**src/pmc_pkg.sv**
```systemverilog
// package for the power mode control register block
// assumes an 8-bit special-function register port driven by the core
package pmc_pkg;
  localparam logic [7:0] ADDR_WAKE_RELOAD = 8'h86;
  localparam logic [7:0] ADDR_PWR_CTRL = 8'h87;
  localparam logic [7:0] ADDR_IRQ_STATUS = 8'h8c;
  localparam logic [7:0] ADDR_IRQ_MASK = 8'h8d;
  localparam logic [7:0] WAKE_RELOAD_RST = 8'h00;
  localparam logic [7:0] PWR_CTRL_COLD = 8'h10;
  localparam logic [7:0] PWR_CTRL_WRITE_MASK = 8'hdf;
  localparam int BIT_BAUD_DOUBLE = 7;
  localparam int BIT_FE_SEL = 6;
  localparam int BIT_POWERON = 4;
  localparam int BIT_USER_ONE = 3;
  localparam int BIT_USER_ZERO = 2;
  localparam int BIT_POWERDOWN = 1;
  localparam int BIT_IDLE = 0;
  localparam int IRQ_BITS = 3;
  localparam int IRQ_ENTER_IDLE = 0;
  localparam int IRQ_ENTER_PD = 1;
  localparam int IRQ_WAKE = 2;

  typedef enum logic [1:0] {
    PMC_RUN = 2'b00,
    PMC_IDLE = 2'b01,
    PMC_POWERDOWN = 2'b11
  } pmc_mode_e;

  typedef struct packed {
    logic [7:0] addr;
    logic [7:0] wdata;
    logic wr;
    logic rd;
  } pmc_bus_s;

  typedef struct packed {
    logic cpu_clk_en;
    logic periph_clk_en;
    logic pc_hold;
  } pmc_clk_s;
endpackage : pmc_pkg

```
**src/pmc_regs.sv**
```systemverilog
// power mode control registers: wake-up reload byte and power control
// assumes one clock, a power-on reset and a separate warm reset pulse
//
// What this block does
// - wake reload byte is read/write, eight bits, zero after reset
// - baud_double bit drives the serial baud doubling output
// - frame_err_access_sel steers serial control bit 7 to mode or error
// - power-on reset sets poweron flag, control reads 0x10
// - warm reset keeps poweron flag, clears other control bits
// - two user flags at bits 3 and 2, no side effect
// - after service routine, execution resumes after the entry point
// - idle plus power-down together gives power-down only, no idle after
// - idle request stops cpu clock only, pc held, peripherals run
// - wake from idle clears idle request, then interrupt service runs
`timescale 1ns/100ps
`default_nettype none
module pmc_regs (
  input wire logic clk_sys,
  input wire logic reset_n,
  input wire logic warm_reset_n,
  input wire logic [7:0] reg_addr,
  input wire logic [7:0] reg_wdata,
  input wire logic reg_wr,
  input wire logic reg_rd,
  output logic [7:0] reg_rdata,
  input wire logic wake_event,
  output logic [7:0] wakeup_reload_byte,
  output logic baud_double,
  output logic frame_err_access_sel,
  output logic cpu_clk_en,
  output logic periph_clk_en,
  output logic pc_hold,
  output logic wake_isr_req,
  output logic irq
);
  pmc_pkg::pmc_bus_s bus;
  pmc_pkg::pmc_clk_s clk_ctl;
  pmc_pkg::pmc_mode_e mode_reg, mode_next;
  logic [7:0] reload_reg;
  logic [7:0] pctl_reg, pctl_next;
  logic [pmc_pkg::IRQ_BITS-1:0] stat_reg, stat_next, mask_reg;
  logic [pmc_pkg::IRQ_BITS-1:0] stat_set;
  logic [7:0] rdata_next;
  logic wr_reload, wr_pctl, wr_stat, wr_mask;
  logic warm_q1, warm_q2, warm_q3, warm_hit;
  logic wake_now, enter_pd, enter_idle;

  // bus carrier and address decode
  assign bus = '{addr: reg_addr, wdata: reg_wdata, wr: reg_wr, rd: reg_rd};
  assign wr_reload = bus.wr && bus.addr == pmc_pkg::ADDR_WAKE_RELOAD;
  assign wr_pctl = bus.wr && bus.addr == pmc_pkg::ADDR_PWR_CTRL;
  assign wr_stat = bus.wr && bus.addr == pmc_pkg::ADDR_IRQ_STATUS;
  assign wr_mask = bus.wr && bus.addr == pmc_pkg::ADDR_IRQ_MASK;

  // warm reset pin: three stages, acts when stages two and three agree low
  always_ff @(posedge clk_sys or negedge reset_n) begin
    if (!reset_n) begin
      warm_q1 <= 1'b1;
      warm_q2 <= 1'b1;
      warm_q3 <= 1'b1;
    end else begin
      warm_q1 <= warm_reset_n;
      warm_q2 <= warm_q1;
      warm_q3 <= warm_q2;
    end
  end
  assign warm_hit = !warm_q2 && !warm_q3;

  // low-power entry and wake decisions
  // power-down wins
  assign enter_pd = wr_pctl && bus.wdata[pmc_pkg::BIT_POWERDOWN];
  assign enter_idle = wr_pctl && bus.wdata[pmc_pkg::BIT_IDLE] && !enter_pd;
  assign wake_now = wake_event && mode_reg != pmc_pkg::PMC_RUN;

  // next power control value
  always_comb begin
    pctl_next = pctl_reg;
    if (wr_pctl) begin
      pctl_next = bus.wdata & pmc_pkg::PWR_CTRL_WRITE_MASK;
      if (enter_pd) begin
        pctl_next[pmc_pkg::BIT_IDLE] = 1'b0;
      end
    end
    if (wake_now) begin
      pctl_next[pmc_pkg::BIT_POWERDOWN] = 1'b0;
      pctl_next[pmc_pkg::BIT_IDLE] = 1'b0;
    end
  end

  // mode sequencing
  always_comb begin
    mode_next = mode_reg;
    unique case (mode_reg)
      pmc_pkg::PMC_RUN: begin
        if (enter_pd) begin
          mode_next = pmc_pkg::PMC_POWERDOWN;
        end else if (enter_idle) begin
          mode_next = pmc_pkg::PMC_IDLE;
        end
      end
      // wake returns to run, pc resumes where it was held
      pmc_pkg::PMC_IDLE, pmc_pkg::PMC_POWERDOWN: begin
        if (wake_event) begin
          mode_next = pmc_pkg::PMC_RUN;
        end
      end
      default: mode_next = pmc_pkg::PMC_RUN;
    endcase
  end

  // clock gating drawn from the next mode
  // power-down stops both clocks
  assign clk_ctl.cpu_clk_en = mode_next == pmc_pkg::PMC_RUN;
  assign clk_ctl.periph_clk_en = mode_next != pmc_pkg::PMC_POWERDOWN;
  assign clk_ctl.pc_hold = mode_next != pmc_pkg::PMC_RUN;

  // interrupt status: set wins over clear
  assign stat_set[pmc_pkg::IRQ_ENTER_IDLE] = enter_idle;
  assign stat_set[pmc_pkg::IRQ_ENTER_PD] = enter_pd;
  assign stat_set[pmc_pkg::IRQ_WAKE] = wake_now;
  assign stat_next = (stat_reg & ~({pmc_pkg::IRQ_BITS{wr_stat}}
    & bus.wdata[pmc_pkg::IRQ_BITS-1:0])) | stat_set;

  // read data mux, unmapped reads zero
  always_comb begin
    rdata_next = 8'h00;
    if (bus.rd) begin
      unique case (bus.addr)
        pmc_pkg::ADDR_WAKE_RELOAD: rdata_next = reload_reg;
        pmc_pkg::ADDR_PWR_CTRL: rdata_next = pctl_reg;
        pmc_pkg::ADDR_IRQ_STATUS: rdata_next = 8'(stat_reg);
        pmc_pkg::ADDR_IRQ_MASK: rdata_next = 8'(mask_reg);
        default: rdata_next = 8'h00;
      endcase
    end
  end

  // power control register with poweron flag
  // cold start value
  // warm reset keeps only the poweron flag
  always_ff @(posedge clk_sys or negedge reset_n) begin
    if (!reset_n) begin
      pctl_reg <= pmc_pkg::PWR_CTRL_COLD;
    end else if (warm_hit) begin
      pctl_reg <= pctl_reg & pmc_pkg::PWR_CTRL_COLD;
    end else begin
      pctl_reg <= pctl_next;
    end
  end

  // remaining state, cleared by either reset
  // reload byte storage
  always_ff @(posedge clk_sys or negedge reset_n) begin
    if (!reset_n) begin
      reload_reg <= pmc_pkg::WAKE_RELOAD_RST;
      mode_reg <= pmc_pkg::PMC_RUN;
      stat_reg <= '0;
      mask_reg <= '0;
    end else if (warm_hit) begin
      reload_reg <= pmc_pkg::WAKE_RELOAD_RST;
      mode_reg <= pmc_pkg::PMC_RUN;
      stat_reg <= '0;
      mask_reg <= '0;
    end else begin
      reload_reg <= wr_reload ? bus.wdata : reload_reg;
      mode_reg <= mode_next;
      stat_reg <= stat_next;
      mask_reg <= wr_mask ? bus.wdata[pmc_pkg::IRQ_BITS-1:0] : mask_reg;
    end
  end

  // registered outputs
  // baud doubling
  always_ff @(posedge clk_sys or negedge reset_n) begin
    if (!reset_n) begin
      reg_rdata <= 8'h00;
      wakeup_reload_byte <= pmc_pkg::WAKE_RELOAD_RST;
      baud_double <= 1'b0;
      frame_err_access_sel <= 1'b0;
      cpu_clk_en <= 1'b1;
      periph_clk_en <= 1'b1;
      pc_hold <= 1'b0;
      wake_isr_req <= 1'b0;
      irq <= 1'b0;
    end else begin
      reg_rdata <= rdata_next;
      wakeup_reload_byte <= warm_hit ? pmc_pkg::WAKE_RELOAD_RST : reload_reg;
      baud_double <= !warm_hit && pctl_next[pmc_pkg::BIT_BAUD_DOUBLE];
      frame_err_access_sel <= !warm_hit && pctl_next[pmc_pkg::BIT_FE_SEL];
      cpu_clk_en <= warm_hit || clk_ctl.cpu_clk_en;
      periph_clk_en <= warm_hit || clk_ctl.periph_clk_en;
      pc_hold <= !warm_hit && clk_ctl.pc_hold;
      // service routine of the waking source is requested
      wake_isr_req <= !warm_hit && wake_now;
      irq <= !warm_hit && |(stat_next & mask_reg);
    end
  end

  // both bits written gives power-down, idle bit cleared
  a_pd_over_idle: assert property (@(posedge clk_sys) disable iff (!reset_n)
    enter_pd && mode_reg == pmc_pkg::PMC_RUN && !warm_hit
      |=> mode_reg == pmc_pkg::PMC_POWERDOWN
      && !pctl_reg[pmc_pkg::BIT_IDLE]) else $error("pd not taken alone");
  a_pd_clocks_off: assert property (@(posedge clk_sys) disable iff (!reset_n)
    mode_reg == pmc_pkg::PMC_POWERDOWN |-> !cpu_clk_en && !periph_clk_en
      && pc_hold) else $error("clocks running in power-down");
  a_idle_clocks: assert property (@(posedge clk_sys) disable iff (!reset_n)
    mode_reg == pmc_pkg::PMC_IDLE |-> !cpu_clk_en && periph_clk_en)
    else $error("idle clock gating wrong");
  a_wake_clr_pd: assert property (@(posedge clk_sys) disable iff (!reset_n)
    wake_now && !warm_hit |=> !pctl_reg[pmc_pkg::BIT_POWERDOWN]
      && wake_isr_req && mode_reg == pmc_pkg::PMC_RUN)
    else $error("wake did not clear request");
  // wake from idle clears idle bit
  a_wake_clr_idle: assert property (@(posedge clk_sys) disable iff (!reset_n)
    wake_now && mode_reg == pmc_pkg::PMC_IDLE && !warm_hit
      |=> !pctl_reg[pmc_pkg::BIT_IDLE]) else $error("idle bit left set");
  a_bit5_zero: assert property (@(posedge clk_sys) disable iff (!reset_n)
    ##1 wr_pctl |=> pctl_reg[5] == 1'b0) else $error("bit 5 not zero");
  a_warm_keep_pof: assert property (@(posedge clk_sys) disable iff (!reset_n)
    warm_hit |=> pctl_reg == ($past(pctl_reg) & pmc_pkg::PWR_CTRL_COLD))
    else $error("warm reset control value wrong");
  // reload write visible on read two cycles on
  a_reload_rw: assert property (@(posedge clk_sys) disable iff (!reset_n)
    wr_reload && !warm_hit ##1 (bus.rd && bus.addr == pmc_pkg::ADDR_WAKE_RELOAD
      && !warm_hit && !wr_reload) |=> reg_rdata == $past(bus.wdata, 2))
    else $error("reload readback wrong");
  a_user_flags: assert property (@(posedge clk_sys) disable iff (!reset_n)
    wr_pctl && !warm_hit |=> pctl_reg[3:2] == $past(bus.wdata[3:2]))
    else $error("user flags not stored");
  a_baud_double: assert property (@(posedge clk_sys) disable iff (!reset_n)
    baud_double == pctl_reg[pmc_pkg::BIT_BAUD_DOUBLE]
      && frame_err_access_sel == pctl_reg[pmc_pkg::BIT_FE_SEL])
    else $error("serial control bits mismatch");
  // read data zero outside the answer cycle
  a_rdata_idle: assert property (@(posedge clk_sys) disable iff (!reset_n)
    !bus.rd |=> reg_rdata == 8'h00)
    else $error("read data outside answer cycle");
  // reload output follows the register one cycle later
  a_reload_mirror: assert property (@(posedge clk_sys) disable iff (!reset_n)
    !warm_hit |=> wakeup_reload_byte == $past(reload_reg))
    else $error("reload output wrong");
  // wake in run mode is ignored
  a_run_no_wake: assert property (@(posedge clk_sys) disable iff (!reset_n)
    mode_reg == pmc_pkg::PMC_RUN && wake_event |=> !wake_isr_req)
    else $error("wake taken in run mode");
  a_idle_entry: assert property (@(posedge clk_sys) disable iff (!reset_n)
    enter_idle && mode_reg == pmc_pkg::PMC_RUN && !warm_hit
      |=> mode_reg == pmc_pkg::PMC_IDLE && pc_hold)
    else $error("idle not entered");
  a_idle_stays: assert property (@(posedge clk_sys) disable iff (!reset_n)
    mode_reg == pmc_pkg::PMC_IDLE && !wake_event && !warm_hit
      |=> mode_reg == pmc_pkg::PMC_IDLE) else $error("idle left early");
  a_wake_resume: assert property (@(posedge clk_sys) disable iff (!reset_n)
    wake_now && !warm_hit |=> cpu_clk_en && periph_clk_en && !pc_hold)
    else $error("execution not resumed");
  a_pd_exit_run: assert property (@(posedge clk_sys) disable iff (!reset_n)
    mode_reg == pmc_pkg::PMC_POWERDOWN && wake_event && !warm_hit
      |=> mode_reg == pmc_pkg::PMC_RUN && !pctl_reg[pmc_pkg::BIT_IDLE])
    else $error("idle after power-down");
  // wake status is sticky, set wins over clear
  a_wake_sticky: assert property (@(posedge clk_sys) disable iff (!reset_n)
    wake_now && !warm_hit |=> stat_reg[pmc_pkg::IRQ_WAKE])
    else $error("wake status not set");
  a_cold_value: assert property (@(posedge clk_sys) disable iff (!reset_n)
    $rose(reset_n) |-> pctl_reg == pmc_pkg::PWR_CTRL_COLD
      && reload_reg == pmc_pkg::WAKE_RELOAD_RST) else $error("cold value");
  // poweron flag changes only by software write
  a_pof_kept: assert property (@(posedge clk_sys) disable iff (!reset_n)
    !wr_pctl |=> pctl_reg[pmc_pkg::BIT_POWERON]
      == $past(pctl_reg[pmc_pkg::BIT_POWERON])) else $error("pof changed");
  a_bit5_read: assert property (@(posedge clk_sys) disable iff (!reset_n)
    bus.rd && bus.addr == pmc_pkg::ADDR_PWR_CTRL |=> !reg_rdata[5])
    else $error("bit 5 read not zero");
  // steering select follows its written bit
  a_fe_sel_wr: assert property (@(posedge clk_sys) disable iff (!reset_n)
    wr_pctl && !warm_hit |=> frame_err_access_sel
      == $past(bus.wdata[pmc_pkg::BIT_FE_SEL])) else $error("fe sel wrong");
  // baud doubling follows its written bit
  a_baud_wr: assert property (@(posedge clk_sys) disable iff (!reset_n)
    wr_pctl && !warm_hit && !wake_now |=> baud_double
      == $past(bus.wdata[pmc_pkg::BIT_BAUD_DOUBLE])) else $error("baud wrong");
endmodule : pmc_regs
`default_nettype wire

```
**config.mk**
```make
export PLATFORM = sky130hd
export DESIGN_NAME = pmc_regs
export DESIGN_NICKNAME = d
export VERILOG_FILES = /design/src/pmc_pkg.sv /design/src/pmc_regs.sv
export SDC_FILE = /design/constraint.sdc
export NUM_CORES = 1
export LEC_CHECK = 0
export BUFFER_PORTS_ARGS = -buffer_cell sky130_fd_sc_hd__buf_2
export CORE_UTILIZATION = 37
export DETAILED_ROUTE_END_ITERATION = 12
export GPL_ROUTABILITY_DRIVEN = 0
export PLACE_DENSITY = 0.55
export SLEW_MARGIN = 20
export SYNTH_ARGS = -nofsm -noshare
export SYNTH_HDL_FRONTEND = slang
export SYNTH_SLANG_ARGS = --single-unit
```
**constraint.sdc**
```tcl
create_clock -name clk_sys -period 3.2 [get_ports clk_sys]
set_input_delay 0 -clock clk_sys [delete_from_list [all_inputs] [get_ports clk_sys]]
set_output_delay 0 -clock clk_sys [all_outputs]
set_load 0.05 [all_outputs]
```
[Yosys cells after proc, flatten, opt, wreduce, memory -nomap -nowiden]
Index checks and enable logic that the tools add are counted.
Storage, ports and cells
  register bits: 50
  input port bits: 22
  output and inout port bits: 23
  word-level logic and storage cells: 81
Cells by class
  equality and inequality tests: 7
  muxes and demuxes: 17
  bitwise logic cells: 6
  reductions and logical operators: 31
Operators with widths (count)
  2-to-1 mux 8 bit: 6
  == test 8 bit (second input constant): 4
  case mux 8 bit (4 select lines): 1
  logical AND 1 bit: 14
  2-to-1 mux 2 bit: 5
  nonzero test 2 bit: 5
  AND 3 bit: 3
  2-to-1 mux 3 bit: 3
  zero test 1 bit: 4
  zero test 2 bit: 2
  case mux 2 bit (2 select lines): 1
  inverter 3 bit: 1
  OR 3 bit: 1
  nonzero test 3 bit: 1
  OR reduction 3 bit: 1
  == test 2 x 1 -> 1 bit (second input constant): 1
  == test 2 bit (second input constant): 1
  logical OR 1 bit: 2
  inequality test 2 bit (second input constant): 1
  AND reduction 2 bit: 1
  OR reduction 2 bit: 1
  2-to-1 mux 1 bit: 1
  inverter 1 bit: 1

[Longest topological paths before layout]
  word-level depth: 10
  depth in mapped cells: 5
  depth with buffers taken out: 4

[Worst setup path after synthesis]
Ideal clock, no wire load.
  kind: register -> register
  from: register mode_reg[1]
  to: register irq
  library setup time: 0.129 ns
  arrival time: 1.358 ns
  required time: 3.071 ns
  slack: 1.714 ns
  stages on the path, launching flop included: 5
  buffers on the path: 0
  clock period less this slack: 1.486 ns
  path through: dfrtp_1 > o21ai_0 > nor2b_1 > a311oi_2 > a2111o_1
On the way
  cells in the longest elaborated chain, start to end: 6
RTL lines
  start: declaration: RTL line pmc_regs.sv:38  | pmc_pkg::pmc_mode_e mode_reg, mode_next;
  start signal: assignment: RTL line pmc_regs.sv:156  | mode_reg <= pmc_pkg::PMC_RUN;
  start signal: assignment: RTL line pmc_regs.sv:161  | mode_reg <= pmc_pkg::PMC_RUN;
  start signal: assignment: RTL line pmc_regs.sv:166  | mode_reg <= mode_next;
  nonzero test 2 bit: RTL line pmc_regs.sv:73  | assign wake_now = wake_event && mode_reg != pmc_pkg::PMC_RUN;
  logical AND 1 bit: RTL line pmc_regs.sv:73
  OR 3 bit: RTL line pmc_regs.sv:122  | & bus.wdata[pmc_pkg::IRQ_BITS-1:0])) | stat_set;
  AND 3 bit: RTL line pmc_regs.sv:195  | irq <= !warm_hit && |(stat_next & mask_reg);
  OR reduction 3 bit: RTL line pmc_regs.sv:195
  logical AND 1 bit: RTL line pmc_regs.sv:195
  end signal: assignment: RTL line pmc_regs.sv:195
  end: declaration: RTL line pmc_regs.sv:34  | output logic irq
Every way passes these cells.
A chain may end at the register's enable or synchronous reset.

[Worst setup path after layout]
Ends and elaborated chain as after synthesis.

==> impl_metrics.json <==
{
  "yosys.area.top_type": "dfrtp_1",
  "worstPathMaxFanout": 4,
  "synth_flop_cell": "dfrtp_1",
  "async_reset_ff_frac": 1.00,
  "place_ws_ns": 1.59,
  "cts.clk_slew.worst_paths_ns": 0.08,
  "critPathBufInv": 0,
  "numCtsBuffers": 5,
  "finalHoldViolCount": 0,
  "start_kind": "flip-flop",
  "dieArea_mm2": 0.00559,
  "peakVddDrop_mv": 0.252,
  "cts_root_buf": "clkbuf_8",
  "drive_gt1_frac": 0.326,
  "fin_worst_skew_ns": 0.00486,
  "setup_ws_ns": 1.57,
  "drc_errors": 0,
  "hpwl_um": 2970,
  "max_slew_margin": 0.615,
  "grt_antenna_before_repair": 0,
  "drt-vias-per-instance": 5.03,
  "multi_input_area_um2": 737,
  "tightest_slew_ns": 0.578,
  "setup_viol": 0,
  "critPathMaxStageDelay_ns": 0.43,
  "crit_path_top_delay_cell": "a2111o_1",
  "finalPower_mw": 1.11,
  "hp-class": "input pin to flip-flop",
  "detail-route-antenna-nets": 0,
  "grt_pass1_wl_um": 6760,
  "first_pass_iters": 4,
  "min_period_over_period": 0.509,
  "mostFrequentLayoutCell": "buf_2",
  "p_per_area_mw_per_mm2": 453,
  "rsz0062_at_grt": "false",
  "holdBufCountCts": 9,
  "grt_start_max_net_pins": 48,
  "cts_setup_buffers": 0,
  "cp_top_family": "compound AO/OA/AOI/OAI gates",
  "maxSlewViolCount": 0,
  "crit_type": "flip-flop to flip-flop",
  "yosys-top-cells-area": "dfrtp_1 (52%), dfstp_2 (8.1%), mux2i_1 (7.7%)",
  "fp-row-count": 26,
  "min_period_ns": 1.63,
  "first_iter_violations": 104,
  "end_kind": "flip-flop",
  "arrival_ns": 1.81,
  "leakagePower_nw": 1.18,
  "io_buffers": 44,
  "ctsResizeCount": 0,
  "area_growth_pct": 24.9,
  "die_h_um": 74.7,
  "drv_cap": 0,
  "crit_required_ns": 3.38,
  "cts_sinks": 47,
  "htree_levels": 2,
  "tritoncts": "done",
  "layout.nets": 239,
  "route.vias.total": 1449,
  "clkLatencyLatePin_ns": 0.30,
  "avgSynthCellArea_um2": 12.0,
  "grt_use_total": 0.168,
  "pin_count": 45,
  "grt_pass1_vias": 1461,
  "drt-total-wl_um": 4260,
  "synth_cell_types": 34,
  "chipWidth_um": 74.7,
  "synth_area_mm2": 0.00196,
  "cts_buffer_depth": 2,
  "yosysWarningCount": 0,
  "ys_seq_area_frac": 0.604,
  "ys_ff_latch": 47,
  "status": "completed",
  "seq_area_mm2": 0.00118,
  "yosys.area.top_type_share": 0.524,
  "layout_common_cells": "buf_2 (43), dfrtp_1 (41), nor2_1 (22)",
  "synthesis.nets": 185,
  "overflow": 0,
  "start_util": 0.383,
  "coreArea_mm2": 0.00511,
  "synth_edf_count": 0,
  "worstPathCellList": "o21ai_0 > nor2b_1 > a311oi_2 > a2111o_1",
  "max_freq_mhz": 613,
  "netlist_instances": 163,
  "wl_per_cell_um": 14.8,
  "antenna_cells": 0,
  "finalSetupTns_ns": 0,
  "fill_cells": 505
}
[cells in the mapped netlist (3+ instances only)]
| master | count |
|---|---|
| a22oi_1 | 10 |
| o21ai_0 | 5 |
| and4_2 | 3 |
| nor2_1 | 22 |
| clkbuf_1 | 5 |
| mux2i_1 | 15 |
| nand2_1 | 8 |
| dfstp_2 | 6 |
| dfrtp_1 | 41 |
| a21oi_1 | 9 |
| and2_1 | 9 |
| nand3_1 | 3 |
[layout make-up]
cell class | instances | area share
tap | 70 | 0.0358
multi-input combinational | 109 | 0.301
clock inverter | 2 | 0.0143
timing repair buffer | 54 | 0.131
sequential | 47 | 0.484
clock buffer | 6 | 0.0338
[path summary, 6_finish.rpt]
| kind | startpoint | endpoint | slack, ns | cells past startpoint |
|---|---|---|---|---|
| max | mode_reg[1] | irq | 1.57 | 4 |
| min | reg_wdata[1] | stat_reg[1] | 0.07 | 3 |
| max reg2reg | mode_reg[1] | irq | 1.57 | 4 |
| min reg2reg | warm_q1 | warm_q2 | 0.36 | 0 |
| max in group asynchronous | reset_n | cpu_clk_en | 2.56 | 2 |
| min in group asynchronous | reset_n | reload_reg[7] | 0.24 | 2 |
[routing by layer]
metal / routed length, um / vias up / GRT usage
met5: 0 / - / 0
met4: 70 / 0 / 0.0755
met3: 231 / 6 / 0.0428
met2: 2010 / 45 / 0.282
met1: 1950 / 717 / 0.204
li1: - / 681 / -
[logic make-up after synthesis]
logic type | after synthesis | share of synthesized area
AND/OR/NAND/NOR | 62 | 0.184
flip-flops | 47 | 0.604
multiplexers | 16 | 0.0824
buffers and inverters | 7 | 0.0192
XOR/XNOR | 1 | 0.00447
AO/OA/AOI/OAI | 30 | 0.105
[power breakdown]
group	switching (mW)	internal [mW]	leakage, nW	total, mW
Clock	0.188	0.253	0.0612	0.441
Sequential	0.00195	0.599	0.636	0.601
Combinational	0.0408	0.0247	0.481	0.0655
Total	0.231	0.876	1.18	1.11
[per-stage QoR]
step	cells	area, um^2	utilization	hold WS (ns)
floorplan	163	1960	-	-0.296
global placement	271	2240	0.438	0.106
detailed placement	271	2240	0.438	0.106
CTS	288	2440	0.478	0.0608
global route	288	2450	0.479	0.0739
finish	288	2450	0.479	0.0701
[worst reg2reg max path, stage by stage, from the launching register on]
cell and delay, ns:
dfrtp_1 0.39, o21ai_0 0.40, nor2b_1 0.22, a311oi_2 0.07
a2111o_1 0.43
Note: power is estimated with default switching activity, not from simulation.
